$ cat config.mk
export PLATFORM = sky130hd
export DESIGN_NAME = ffca_stage
export DESIGN_NICKNAME = d
export VERILOG_FILES = /design/src/ffca_pkg.sv /design/src/ffca_stage.sv
export SDC_FILE = /design/constraint.sdc
export NUM_CORES = 2
export LEC_CHECK = 0
export ABC_AREA = 1
export BUFFER_PORTS_ARGS = -buffer_cell sky130_fd_sc_hd__buf_2
export CORE_MARGIN = 10
export CORE_UTILIZATION = 40
export DETAILED_ROUTE_END_ITERATION = 16
export HOLD_SLACK_MARGIN = 0.06
export PLACE_DENSITY = 0.58
export SYNTH_ARGS = -nofsm -noshare
export SYNTH_HDL_FRONTEND = slang
export SYNTH_SLANG_ARGS = --single-unit
$ cat constraint.sdc
create_clock -name ref_clk -period 24.8 [get_ports ref_clk]
set_clock_uncertainty 0.1 [all_clocks]
set_input_delay 0 -clock ref_clk [delete_from_list [all_inputs] [get_ports ref_clk]]
set_output_delay 0 -clock ref_clk [all_outputs]
set_load 0.01 [all_outputs]
$ cat src/ffca_pkg.sv
/*
 * Shared constants of the fragment fog and coverage stage: register
 * offsets, field positions, reset values and fixed-point figures.
 * Assumes a plain register port with word offsets and one core clock.
 */
package ffca_pkg;
    // register offsets
    localparam logic [3:0] FFCA_OFS_FOG_CONTROL = 4'h0;
    localparam logic [3:0] FFCA_OFS_FOG_COLOUR = 4'h1;
    localparam logic [3:0] FFCA_OFS_FOG_START = 4'h2;
    localparam logic [3:0] FFCA_OFS_FOG_X_GRAD = 4'h3;
    localparam logic [3:0] FFCA_OFS_FOG_DOM_GRAD = 4'h4;
    localparam logic [3:0] FFCA_OFS_COV_CONTROL = 4'h5;
    localparam logic [3:0] FFCA_OFS_FOG_INDEX = 4'h6;
    // control fields, same layout in both control registers
    localparam int FFCA_BIT_ENABLE = 0;
    localparam int FFCA_BIT_FORMAT = 1;
    localparam logic FFCA_FMT_RGBA = 1'b0;
    localparam logic FFCA_FMT_CI = 1'b1;
    // reset values
    localparam logic [1:0] FFCA_RST_CONTROL = 2'h0;
    localparam logic [31:0] FFCA_RST_WORD = 32'h0000_0000;
    // 10.22 fixed point
    localparam int FFCA_FRAC_BITS = 22;
    localparam logic [31:0] FFCA_FOG_ONE = 32'h0040_0000;
    // clamped fog weight keeps 8 fraction bits, 256 is 1.0
    localparam int FFCA_WEIGHT_SHIFT = 14;
    localparam logic [8:0] FFCA_WEIGHT_ONE = 9'h100;
    // coverage: 16 means full coverage
    localparam logic [4:0] FFCA_COV_FULL = 5'h10;
    localparam int FFCA_FIFO_DEPTH = 4;
endpackage

$ cat src/ffca_stage.sv
/*
 * Fragment fog and coverage stage, plus its output FIFO.
 * Fragments arrive from the colour/texture units on the same clock with
 * valid/ready; results go to the alpha test side with valid/ready.
 * Software loads controls through a plain strobed register port.
 */
// Local design decisions: the register addresses and the strobed register port.
// Operation
// - fog blends fragment colour with fog colour
// - fog index interpolated incrementally per fragment
// - fog runs in parallel, full throughput
// - step by x gradient, edge gradient; lines skip x
// - fog index held as 32 bits
// - fog registers are signed 10.22
// - accumulator spans about -512 to +511
// - fog index clamped to zero..one before blend
// - colour format selects fog formula
// - rgba: f*ci + (1-f)*cf, alpha kept
// - ci: ii + (1-f)*if
// - fog needs control enable and qualifier bit
// - fog colour register is the fog operand
// - colour format selects coverage behaviour
// - rgba: alpha times coverage, rgb kept
// - ci: coverage into low four bits
// - coverage needs control enable and qualifier bit
`timescale 1ns/1ps

module ffca_fifo #(
    parameter int WIDTH = 32,
    parameter int DEPTH = 4
) (
    input wire logic ref_clk,
    input wire logic reset_n,
    input wire logic in_valid,
    output logic in_ready,
    input wire logic [WIDTH-1:0] in_data,
    output logic out_valid,
    input wire logic out_ready,
    output logic [WIDTH-1:0] out_data
);
    localparam int AW = (DEPTH > 1) ? $clog2(DEPTH) : 1;
    logic [WIDTH-1:0] mem [DEPTH];
    logic [AW-1:0] wr_ptr;
    logic [AW-1:0] rd_ptr;
    logic [AW:0] count;
    logic push;
    logic pop;

    assign in_ready = (count != (AW+1)'(DEPTH));
    assign out_valid = (count != '0);
    assign out_data = mem[rd_ptr];
    assign push = in_valid && in_ready;
    assign pop = out_valid && out_ready;

    always_ff @(posedge ref_clk) begin
        if (push) begin
            mem[wr_ptr] <= in_data;
        end
    end

    always_ff @(posedge ref_clk) begin
        if (!reset_n) begin
            wr_ptr <= '0;
            rd_ptr <= '0;
            count <= '0;
        end else begin
            if (push) begin
                wr_ptr <= (wr_ptr == AW'(DEPTH - 1)) ? '0 : wr_ptr + AW'(1);
            end
            if (pop) begin
                rd_ptr <= (rd_ptr == AW'(DEPTH - 1)) ? '0 : rd_ptr + AW'(1);
            end
            count <= count + (AW+1)'(push) - (AW+1)'(pop);
        end
    end
endmodule

module ffca_stage #(
    parameter int FIFO_DEPTH = ffca_pkg::FFCA_FIFO_DEPTH
) (
    input wire logic ref_clk,
    input wire logic reset_n,
    // register port
    input wire logic [3:0] reg_addr,
    input wire logic [31:0] reg_wdata,
    input wire logic reg_write,
    input wire logic reg_read,
    output logic [31:0] reg_rdata,
    // incoming fragment
    input wire logic frag_in_valid,
    output logic frag_in_ready,
    input wire logic [31:0] frag_in_colour,
    input wire logic [4:0] frag_in_coverage,
    input wire logic frag_in_prim_start,
    input wire logic frag_in_span_start,
    input wire logic frag_in_is_line,
    input wire logic fog_qualifier_bit,
    input wire logic coverage_qualifier_bit,
    // outgoing fragment
    output logic frag_out_valid,
    input wire logic frag_out_ready,
    output logic [31:0] frag_out_colour
);
    logic [1:0] fog_control;
    logic [31:0] fog_colour_value;
    logic [31:0] fog_start_value;
    logic [31:0] fog_x_gradient;
    logic [31:0] fog_dominant_edge_gradient;
    logic [1:0] coverage_apply_control;
    logic [31:0] fog_acc;
    logic [31:0] fog_edge;
    logic [31:0] next_fog;
    logic [8:0] fog_weight;
    logic [8:0] fog_inv;
    logic fog_on;
    logic coverage_apply_on;
    logic [31:0] fogged;
    logic [31:0] covered;
    logic take;
    logic s1_valid;
    logic [31:0] s1_colour;
    logic fifo_in_ready;
    logic fifo_out_valid;
    logic fifo_pop;
    logic [31:0] fifo_out_data;

    // registers
    always_ff @(posedge ref_clk) begin
        if (!reset_n) begin
            fog_control <= ffca_pkg::FFCA_RST_CONTROL;
            fog_colour_value <= ffca_pkg::FFCA_RST_WORD;
            fog_start_value <= ffca_pkg::FFCA_RST_WORD;
            fog_x_gradient <= ffca_pkg::FFCA_RST_WORD;
            fog_dominant_edge_gradient <= ffca_pkg::FFCA_RST_WORD;
            coverage_apply_control <= ffca_pkg::FFCA_RST_CONTROL;
        end else if (reg_write) begin
            unique case (reg_addr)
                ffca_pkg::FFCA_OFS_FOG_CONTROL: fog_control <= reg_wdata[1:0];
                ffca_pkg::FFCA_OFS_FOG_COLOUR: fog_colour_value <= reg_wdata;
                ffca_pkg::FFCA_OFS_FOG_START: fog_start_value <= reg_wdata;
                ffca_pkg::FFCA_OFS_FOG_X_GRAD: fog_x_gradient <= reg_wdata;
                ffca_pkg::FFCA_OFS_FOG_DOM_GRAD: fog_dominant_edge_gradient <= reg_wdata;
                ffca_pkg::FFCA_OFS_COV_CONTROL: coverage_apply_control <= reg_wdata[1:0];
                default: ;
            endcase
        end
    end

    // read data stands only in the cycle after the strobe
    always_ff @(posedge ref_clk) begin
        if (!reset_n) begin
            reg_rdata <= ffca_pkg::FFCA_RST_WORD;
        end else if (!reg_read) begin
            reg_rdata <= ffca_pkg::FFCA_RST_WORD;
        end else begin
            unique case (reg_addr)
                ffca_pkg::FFCA_OFS_FOG_CONTROL: reg_rdata <= {30'h0, fog_control};
                ffca_pkg::FFCA_OFS_FOG_COLOUR: reg_rdata <= fog_colour_value;
                ffca_pkg::FFCA_OFS_FOG_START: reg_rdata <= fog_start_value;
                ffca_pkg::FFCA_OFS_FOG_X_GRAD: reg_rdata <= fog_x_gradient;
                ffca_pkg::FFCA_OFS_FOG_DOM_GRAD: reg_rdata <= fog_dominant_edge_gradient;
                ffca_pkg::FFCA_OFS_COV_CONTROL: reg_rdata <= {30'h0, coverage_apply_control};
                ffca_pkg::FFCA_OFS_FOG_INDEX: reg_rdata <= fog_acc;
                default: reg_rdata <= ffca_pkg::FFCA_RST_WORD;
            endcase
        end
    end

    assign take = frag_in_valid && frag_in_ready;
    // one fragment per cycle; only back-pressure from downstream stalls
    assign frag_in_ready = !s1_valid || fifo_in_ready;

    // index for this fragment; lines step the edge gradient only
    always_comb begin
        if (frag_in_prim_start) begin
            next_fog = fog_start_value;
        end else if (frag_in_span_start || frag_in_is_line) begin
            next_fog = fog_edge + fog_dominant_edge_gradient;
        end else begin
            next_fog = fog_acc + fog_x_gradient;
        end
    end

    // plain 32-bit wrap: out-of-range primitives give wrong fog
    always_ff @(posedge ref_clk) begin
        if (!reset_n) begin
            fog_acc <= ffca_pkg::FFCA_RST_WORD;
            fog_edge <= ffca_pkg::FFCA_RST_WORD;
        end else if (take) begin
            fog_acc <= next_fog;
            if (frag_in_prim_start || frag_in_span_start || frag_in_is_line) begin
                fog_edge <= next_fog;
            end
        end
    end

    // clamp to 0.0..1.0 then keep 8 fraction bits
    always_comb begin
        if (next_fog[31]) begin
            fog_weight = 9'h000;
        end else if (next_fog >= ffca_pkg::FFCA_FOG_ONE) begin
            fog_weight = ffca_pkg::FFCA_WEIGHT_ONE;
        end else begin
            fog_weight = next_fog[ffca_pkg::FFCA_FRAC_BITS:ffca_pkg::FFCA_WEIGHT_SHIFT];
        end
        fog_inv = ffca_pkg::FFCA_WEIGHT_ONE - fog_weight;
    end

    assign fog_on = fog_control[ffca_pkg::FFCA_BIT_ENABLE] && fog_qualifier_bit;
    assign coverage_apply_on = coverage_apply_control[ffca_pkg::FFCA_BIT_ENABLE]
        && coverage_qualifier_bit;

    function automatic logic [7:0] ffca_mix(input logic [7:0] c_in, input logic [7:0] c_fog,
                                            input logic [8:0] w, input logic [8:0] wi);
        logic [17:0] sum;
        // widen before multiplying: a product inside a concatenation keeps only 9 bits
        sum = 18'(w) * 18'(c_in) + 18'(wi) * 18'(c_fog);
        return sum[15:8];
    endfunction

    // fog blend
    always_comb begin
        logic [16:0] ci_add;
        ci_add = 17'(fog_inv) * 17'(fog_colour_value[7:0]);
        fogged = frag_in_colour;
        if (fog_on) begin
            if (fog_control[ffca_pkg::FFCA_BIT_FORMAT] == ffca_pkg::FFCA_FMT_RGBA) begin
                fogged[7:0] = ffca_mix(frag_in_colour[7:0], fog_colour_value[7:0],
                    fog_weight, fog_inv);
                fogged[15:8] = ffca_mix(frag_in_colour[15:8], fog_colour_value[15:8],
                    fog_weight, fog_inv);
                fogged[23:16] = ffca_mix(frag_in_colour[23:16], fog_colour_value[23:16],
                    fog_weight, fog_inv);
            end else begin
                fogged[7:0] = frag_in_colour[7:0] + ci_add[15:8];
            end
        end
    end

    // coverage after fog; format picks alpha or index bits
    always_comb begin
        logic [12:0] prod;
        prod = fogged[31:24] * frag_in_coverage;
        covered = fogged;
        if (coverage_apply_on) begin
            if (coverage_apply_control[ffca_pkg::FFCA_BIT_FORMAT] == ffca_pkg::FFCA_FMT_RGBA) begin
                covered[31:24] = prod[11:4];
                if (frag_in_coverage >= ffca_pkg::FFCA_COV_FULL) begin
                    covered[31:24] = fogged[31:24];
                end
            end else begin
                // saturate so full coverage lands on the brightest of 16
                covered[3:0] = frag_in_coverage[4] ? 4'hf : frag_in_coverage[3:0];
            end
        end
    end

    always_ff @(posedge ref_clk) begin
        if (!reset_n) begin
            s1_valid <= 1'b0;
            s1_colour <= ffca_pkg::FFCA_RST_WORD;
        end else if (frag_in_ready) begin
            s1_valid <= frag_in_valid;
            s1_colour <= covered;
        end
    end

    ffca_fifo #(
        .WIDTH(32),
        .DEPTH(FIFO_DEPTH)
    ) u_fifo (
        .ref_clk(ref_clk),
        .reset_n(reset_n),
        .in_valid(s1_valid),
        .in_ready(fifo_in_ready),
        .in_data(s1_colour),
        .out_valid(fifo_out_valid),
        .out_ready(fifo_pop),
        .out_data(fifo_out_data)
    );

    // output register keeps frag_out_valid and frag_out_colour on flip-flops
    assign fifo_pop = !frag_out_valid || frag_out_ready;

    always_ff @(posedge ref_clk) begin
        if (!reset_n) begin
            frag_out_valid <= 1'b0;
            frag_out_colour <= ffca_pkg::FFCA_RST_WORD;
        end else if (fifo_pop) begin
            frag_out_valid <= fifo_out_valid;
            frag_out_colour <= fifo_out_data;
        end
    end
endmodule

# Word-level counts from Yosys, hierarchy flattened
# Memory sizes are Yosys's and may differ from the RTL's. A register that Yosys moved wholly into a read port is not among the register bits.
# Index checks and enable logic that the tools add are counted.
# op_classes
addsub	11
n_mul	8
order_cmp	2
eq_ne	9
mux	18
reduce_logical	23
# op_table
op	count
$pmux 32 s7	1
$mul 9x8->16	7
$add 32x32->32	2
$mux 32	2
$add 16x16->16	3
$ge 32x23->1 const B	1
$mux 8	4
$mux 24	1
$mux 9	2
$mux 16	1
$reduce_and 2->1	8
$eq 4x3->1 const B	3
$mul 8x5->12	1
$mux 4	3
$sub 9x9->9 const A	1
$add 8x8->8	1
$eq 4x2->1 const B	2
$ge 5x5->1 const B	1
$logic_and 1x1->1	5
$logic_or 1x1->1	5
$add 2x1->2 const B	2
$eq 2x2->1 const B	2
$eq 4x1->1 const B	1
$logic_not 4->1	1
7 further kinds	11
# word_totals
ff_bits	269
ram_bits	128
in_bits	84
output_inout_bits	66
word_cells	87
memories	1
# mem_list
memory	words	width	read_ports	rd_clocked_by_memory_dff	wr	line_no	source
u_fifo.mem	4	32	1	1	1	ffca_stage.sv:42	logic [WIDTH-1:0] mem [DEPTH];

# Depth between registers and ports, before layout
# depth
word_depth	13
depth_mapped	64
ltp_nobuf	62

# Modules after synthesis
# From an unflattened synthesis, not the netlist that was laid out.
# hier_totals
cells_unflattened	4911
hier_area_um2	37678.6
# by_module_without_submodules
mod	n_inst	cells_each	area_per_inst_um2	seq_area_each_um2
ffca_stage	1	4540	32407.3	5885.6
ffca_fifo	1	371	5271.3	4023.9

# Least setup slack after synthesis
# Ideal clock, no wire load.
# synth_path
path_kind	reg-to-reg
startpoint	register fog_x_gradient[0]
endpoint	register s1_colour[7]
setup_time_ps	132
t_arrival_ps	8415
required_ps	24568
slack_ps	16152
path_stages_with_launch	58
n_path_buf	2
period_less_slack_ps	8648
cell_sequence	dfxtp_1 ha_1 fa_1 nand3_1 nand2_2 nand2_1 nand2_1 nand2_1 nand2_2 nand2_1 nand2_1 nand2_1 nand3_1 nand2_1 nand2_1 nand2_1 nand2_1 nor2_4 [... 22 more ...] ha_1 nand3_1 and2_1 or2_2 nand2_1 a21oi_1 or2_2 nand2_1 a21oi_1 xnor2_1 xnor2_1 nand3b_1 nand2_1 nand2_1 nand2_1 nand2_1 nand2_1 a21oi_1
# synth_via
elab_chain_len	11
elab_cells_between_ends	14
classes_between	add/sub: 4; mul: 3; order compare: 1; mux: 6
# synth_lines
item	line_no	source
start: declaration	ffca_stage.sv:107	logic [31:0] fog_x_gradient;
start signal: assignment	ffca_stage.sv:133	fog_x_gradient <= ffca_pkg::FFCA_RST_WORD;
start signal: assignment	ffca_stage.sv:141	ffca_pkg::FFCA_OFS_FOG_X_GRAD: fog_x_gradient <= reg_wdata;
$add 32x32->32 *	ffca_stage.sv:180	next_fog = fog_acc + fog_x_gradient;
$mux 32 *	ffca_stage.sv:177	end else if (frag_in_span_start || frag_in_is_line) begin
$mux 32 *	ffca_stage.sv:175	if (frag_in_prim_start) begin
$ge 32x23->1	ffca_stage.sv:201	end else if (next_fog >= ffca_pkg::FFCA_FOG_ONE) begin
$mux 9	ffca_stage.sv:201	
$mux 9 *	ffca_stage.sv:199	if (next_fog[31]) begin
$sub 9x9->9	ffca_stage.sv:206	fog_inv = ffca_pkg::FFCA_WEIGHT_ONE - fog_weight;
$mul 9x8->16	ffca_stage.sv:217, ffca_stage.sv:224	
$add 16x16->16 or $add 8x8->8 (tied branches)	ffca_stage.sv:217, ffca_stage.sv:235	
$mux 8 *	ffca_stage.sv:227	if (fog_control[ffca_pkg::FFCA_BIT_FORMAT] == ffca_pkg::FFCA_FMT_RGBA) begin
$mux 24 *	ffca_stage.sv:226	if (fog_on) begin
end signal: assignment	ffca_stage.sv:261	s1_colour <= ffca_pkg::FFCA_RST_WORD;
end signal: assignment	ffca_stage.sv:264	s1_colour <= covered;
end: declaration	ffca_stage.sv:121	logic [31:0] s1_colour;
# Mark *: on every way between the ends. The rest lies on a longest branch, timed or not.
# A chain may end at the register's enable or synchronous reset.

# Worst setup path after layout
# Same ends and word-level chain as after synthesis.

==> out/qor.csv <==
stage,metric,value,unit
clock_tree,CTS max path bufs,3,
clock_tree,CTS tree,done,
sta,Max Transition Viols Final,0,
place,Final GP Congestion,0.957,
clock_tree,CTS Buf Count,45,
die,Die H,326,um
cells_and_area,area of the multi-input gates,23200,um2
power,leakage power total,20.7,nW
yosys,syn nets,5655,
die,initial core utilization,0.403,
die,Std-Cell Rows,112,
clock_tree,Worst-Skew Late Latency,610,ps
yosys,post-synth cell types,52,
critical_path,required time worst endpoint,25240,ps
sta,"Setup violations, final",0,
yosys,register area share after synthesis,0.263,
global_route,GRT Overall Usage,0.232,
route,initial DRC count,2761,
sta,Setup TNS,0,ps
place,Placement Setup Slack,13690,ps
sta,Fin. Hold Viols,0,
place,placed wire-length estimate,96.0,mm
clock_tree,Post-CTS Hold Fix Bufs,86,
critical_path,Max stage delay on crit path,600,ps
sta,worst rel slew slack,0.236,
critical_path,Setup Crit Path Kind,reg -> reg,
critical_path,Critical Path Source Type,register,
power,VDD IR max,42.5,uV
critical_path,CP Capture Type,register,
worst_hold_path,Hold Path End,coverage_apply_control[1],
route,drt total wl,126,mm
clock_tree,"CTS clk-pin slew, worst paths",70,ps
global_route,GR Overflow Total,0,
critical_path,cell repeated most along the worst path,nand2_1,
yosys,Seq cells post-synth,429,
sta,min Tclk post-route,11370,ps
route,vias,32900,
critical_path,cells on worst reg2reg path,60,
critical_path,"setup slack, reg-to-reg",13430,ps
route,vias per inst,5.18,
critical_path,crit path max-delay cell type,clkinv_1,
global_route,antenna violations before repair,13,
worst_hold_path,Min-Delay Path Class,in -> reg,
critical_path,reg-to-reg endpoint,s1_colour[7],
die,core footprint,93200,um2
clock_tree,Root Buffer,clkbuf_16,
sta,Final period util,0.458,
sta,Setup WS post-layout,13430,ps
cells_and_area,layout cells sized above 1,0.0649,
yosys,synthesized cell area,37600,um2
power,pwr/cell area,48.4,nW/um2
status,status,"complete, no violations",
job,max-cap violations,0,
die,# IOs,150,
cells_and_area,Sequential cell area,9870,um2
sta,worst-margin pin slew,1140,ps
route,remaining antenna violation count,0,
cells_and_area,Layout Nets,5784,
route,DR WL/cell,19.9,um
clock_tree,PostCTS Resize Cnt,0,
worst_hold_path,hold_sp,reg_addr[3],
die,die width,326,um
yosys,Post-synth top flop,dfxtp_1,
die,Die ar.,107000,um2
yosys,"EDFF count, synth",128,
sta,unrepaired setup endpoints after global routing,no,
clock_tree,Post-CTS Setup Bufs,0,
yosys,"Avg Cell Area, Syn",7.63,um2
cells_and_area,final core occ,0.449,
worst_hold_path,hold path depth,5,
cells_and_area,Area Growth Syn to Fin,11.5,%
critical_path,WP data arrival,11810,ps
cells_and_area,Fillers,9424,
global_route,first-pass GRT wire length,194,mm
route,Residual DRC,0,
clock_tree,clk sink count,429,
critical_path,RR Startpoint,fog_x_gradient[0],
critical_path,crit path max fanout,32,
sta,fmax,88.0,MHz
yosys,Ys Warns,0,
global_route,vias in the first global route,32600,
route,drt pass-1 iters,5,
clock_tree,CTS H-tree lvls,2,
yosys,asr flop ratio synth,0,
yosys,Cells after Synth,4922,
place,port bufs,149,
global_route,largest net degree at the start of global routing,113,
==> power breakdown <==
part / internal [mW] / switching [mW] / leakage, nW
Sequential: 0.788 / 0.0391 / 3.65
Clock: 0.406 / 0.299 / 0.741
Combinational: 0.159 / 0.334 / 16.3
==> metrics by stage <==
stage,total power [mW],std cells,instance area [um2],hold slack [ps]
finish,2.03,6344,41900,121
global route,2.13,6340,41900,161
CTS,2.04,6340,41900,70.0
detailed placement,1.32,6172,39500,213
global placement,1.32,6172,39500,216
floorplan,1.14,4922,37600,63.1
==> layout make-up <==
type | count | area share
Tap cell | 1254 | 0.0375
Inverter | 1044 | 0.0936
Timing Repair Buffer | 266 | 0.0441
Sequential cell | 429 | 0.236
Multi-Input combinational cell | 3265 | 0.553
Clock buffer | 64 | 0.0308
Clock inverter | 18 | 0.00514
Antenna cell | 4 | 0.000239
==> cells in the final DEF, fill, tap and decap left out, types with 25 or more instances in the layout <==
cell type      synthesis  routed
a21oi_1              334     334
a311oi_1              26      26
buf_2                 10     148
buf_4                  0      31
clkbuf_16              0      47
dfxtp_1              301     300
dlygate4sd3_1          0      86
edfxtp_1             128     128
fa_1                 358     358
ha_1                 291     291
inv_1               1028    1028
nand2_1              903     899
nand3_1              148     145
nor2_1               460     449
o21ai_0              405     405
o21bai_1              45      45
o22ai_1               94      94
xnor2_1               25      25
xor2_1                36      36
==> cells by family after synthesis <==
| logic type | after synthesis | synth area share |
|---|---|---|
| compound gates | 954 | 0.139 |
| flops | 429 | 0.263 |
| xor+xnor | 61 | 0.0142 |
| buf+inv | 1228 | 0.123 |
| simple gates | 1601 | 0.173 |
| fa+ha+maj | 649 | 0.288 |
==> registers in the layout (all words and copies together), names as in the netlist, 3 cells and up <==
| name | count |
|---|---|
| fog_colour_value | 32 |
| u_fifo.count | 3 |
| fog_acc | 32 |
| fog_dominant_edge_gradient | 32 |
| frag_out_colour | 32 |
| s1_colour | 32 |
| fog_start_value | 32 |
| u_fifo.mem | 128 |
| fog_edge | 32 |
| reg_rdata | 32 |
| fog_x_gradient | 32 |
==> Yosys cell counts, drive strengths merged, types with 4 or more instances <==
cell / instances / area (um2)
edfxtp: 128 / 3840
a211oi: 9 / 67.6
a21oi: 335 / 1680
inv: 1036 / 3890
nand4: 15 / 93.8
a311oi: 26 / 228
ha: 291 / 3640
and2: 5 / 31.3
nor3: 18 / 110
nor2: 471 / 1830
clkinv: 8 / 30.0
nand2: 916 / 3490
nand3b: 6 / 45.0
a31oi: 12 / 75.1
a21o: 4 / 30.0
fa: 358 / 7170
nand3: 154 / 808
or2: 11 / 68.8
buf: 29 / 121
o21ai: 411 / 2060
dfxtp: 301 / 6030
o22ai: 94 / 588
xnor2: 25 / 219
xor2: 36 / 315
o21bai: 47 / 360
o211ai: 7 / 52.6
clkbuf: 155 / 582
==> layer usage <==
metal  track usage  wire, um  vias to the layer above
li1              -         -                    15700
met2         0.359     54700                     1211
met1         0.314     55300                    15700
met3        0.0511     10800                      240
met4        0.0881      5140                       12
met5             0        71                        -
==> critical path: cells and delay by family (launching register included) <==
kind,cells,cell delay (ps)
flops,1,320
fa+ha+maj,9,3610
xor+xnor,2,350
buf+inv,7,1290
simple gates,36,4870
compound gates,6,700
==> worst max-delay path by stage <==
stage                                  from            to  slack, ps  depth (start not counted)
final                     fog_x_gradient[0]  s1_colour[7]      13430                         60
after detailed placement  fog_x_gradient[0]  s1_colour[7]      13690                         60
after global routing      fog_x_gradient[0]  s1_colour[7]      12690                         60
after floorplan           fog_x_gradient[0]  s1_colour[7]      16150                         57
after global placement    fog_x_gradient[0]  s1_colour[7]      13720                         60
after CTS                 fog_x_gradient[0]  s1_colour[7]      13630                         60
(Power assumes the default switching activity.)
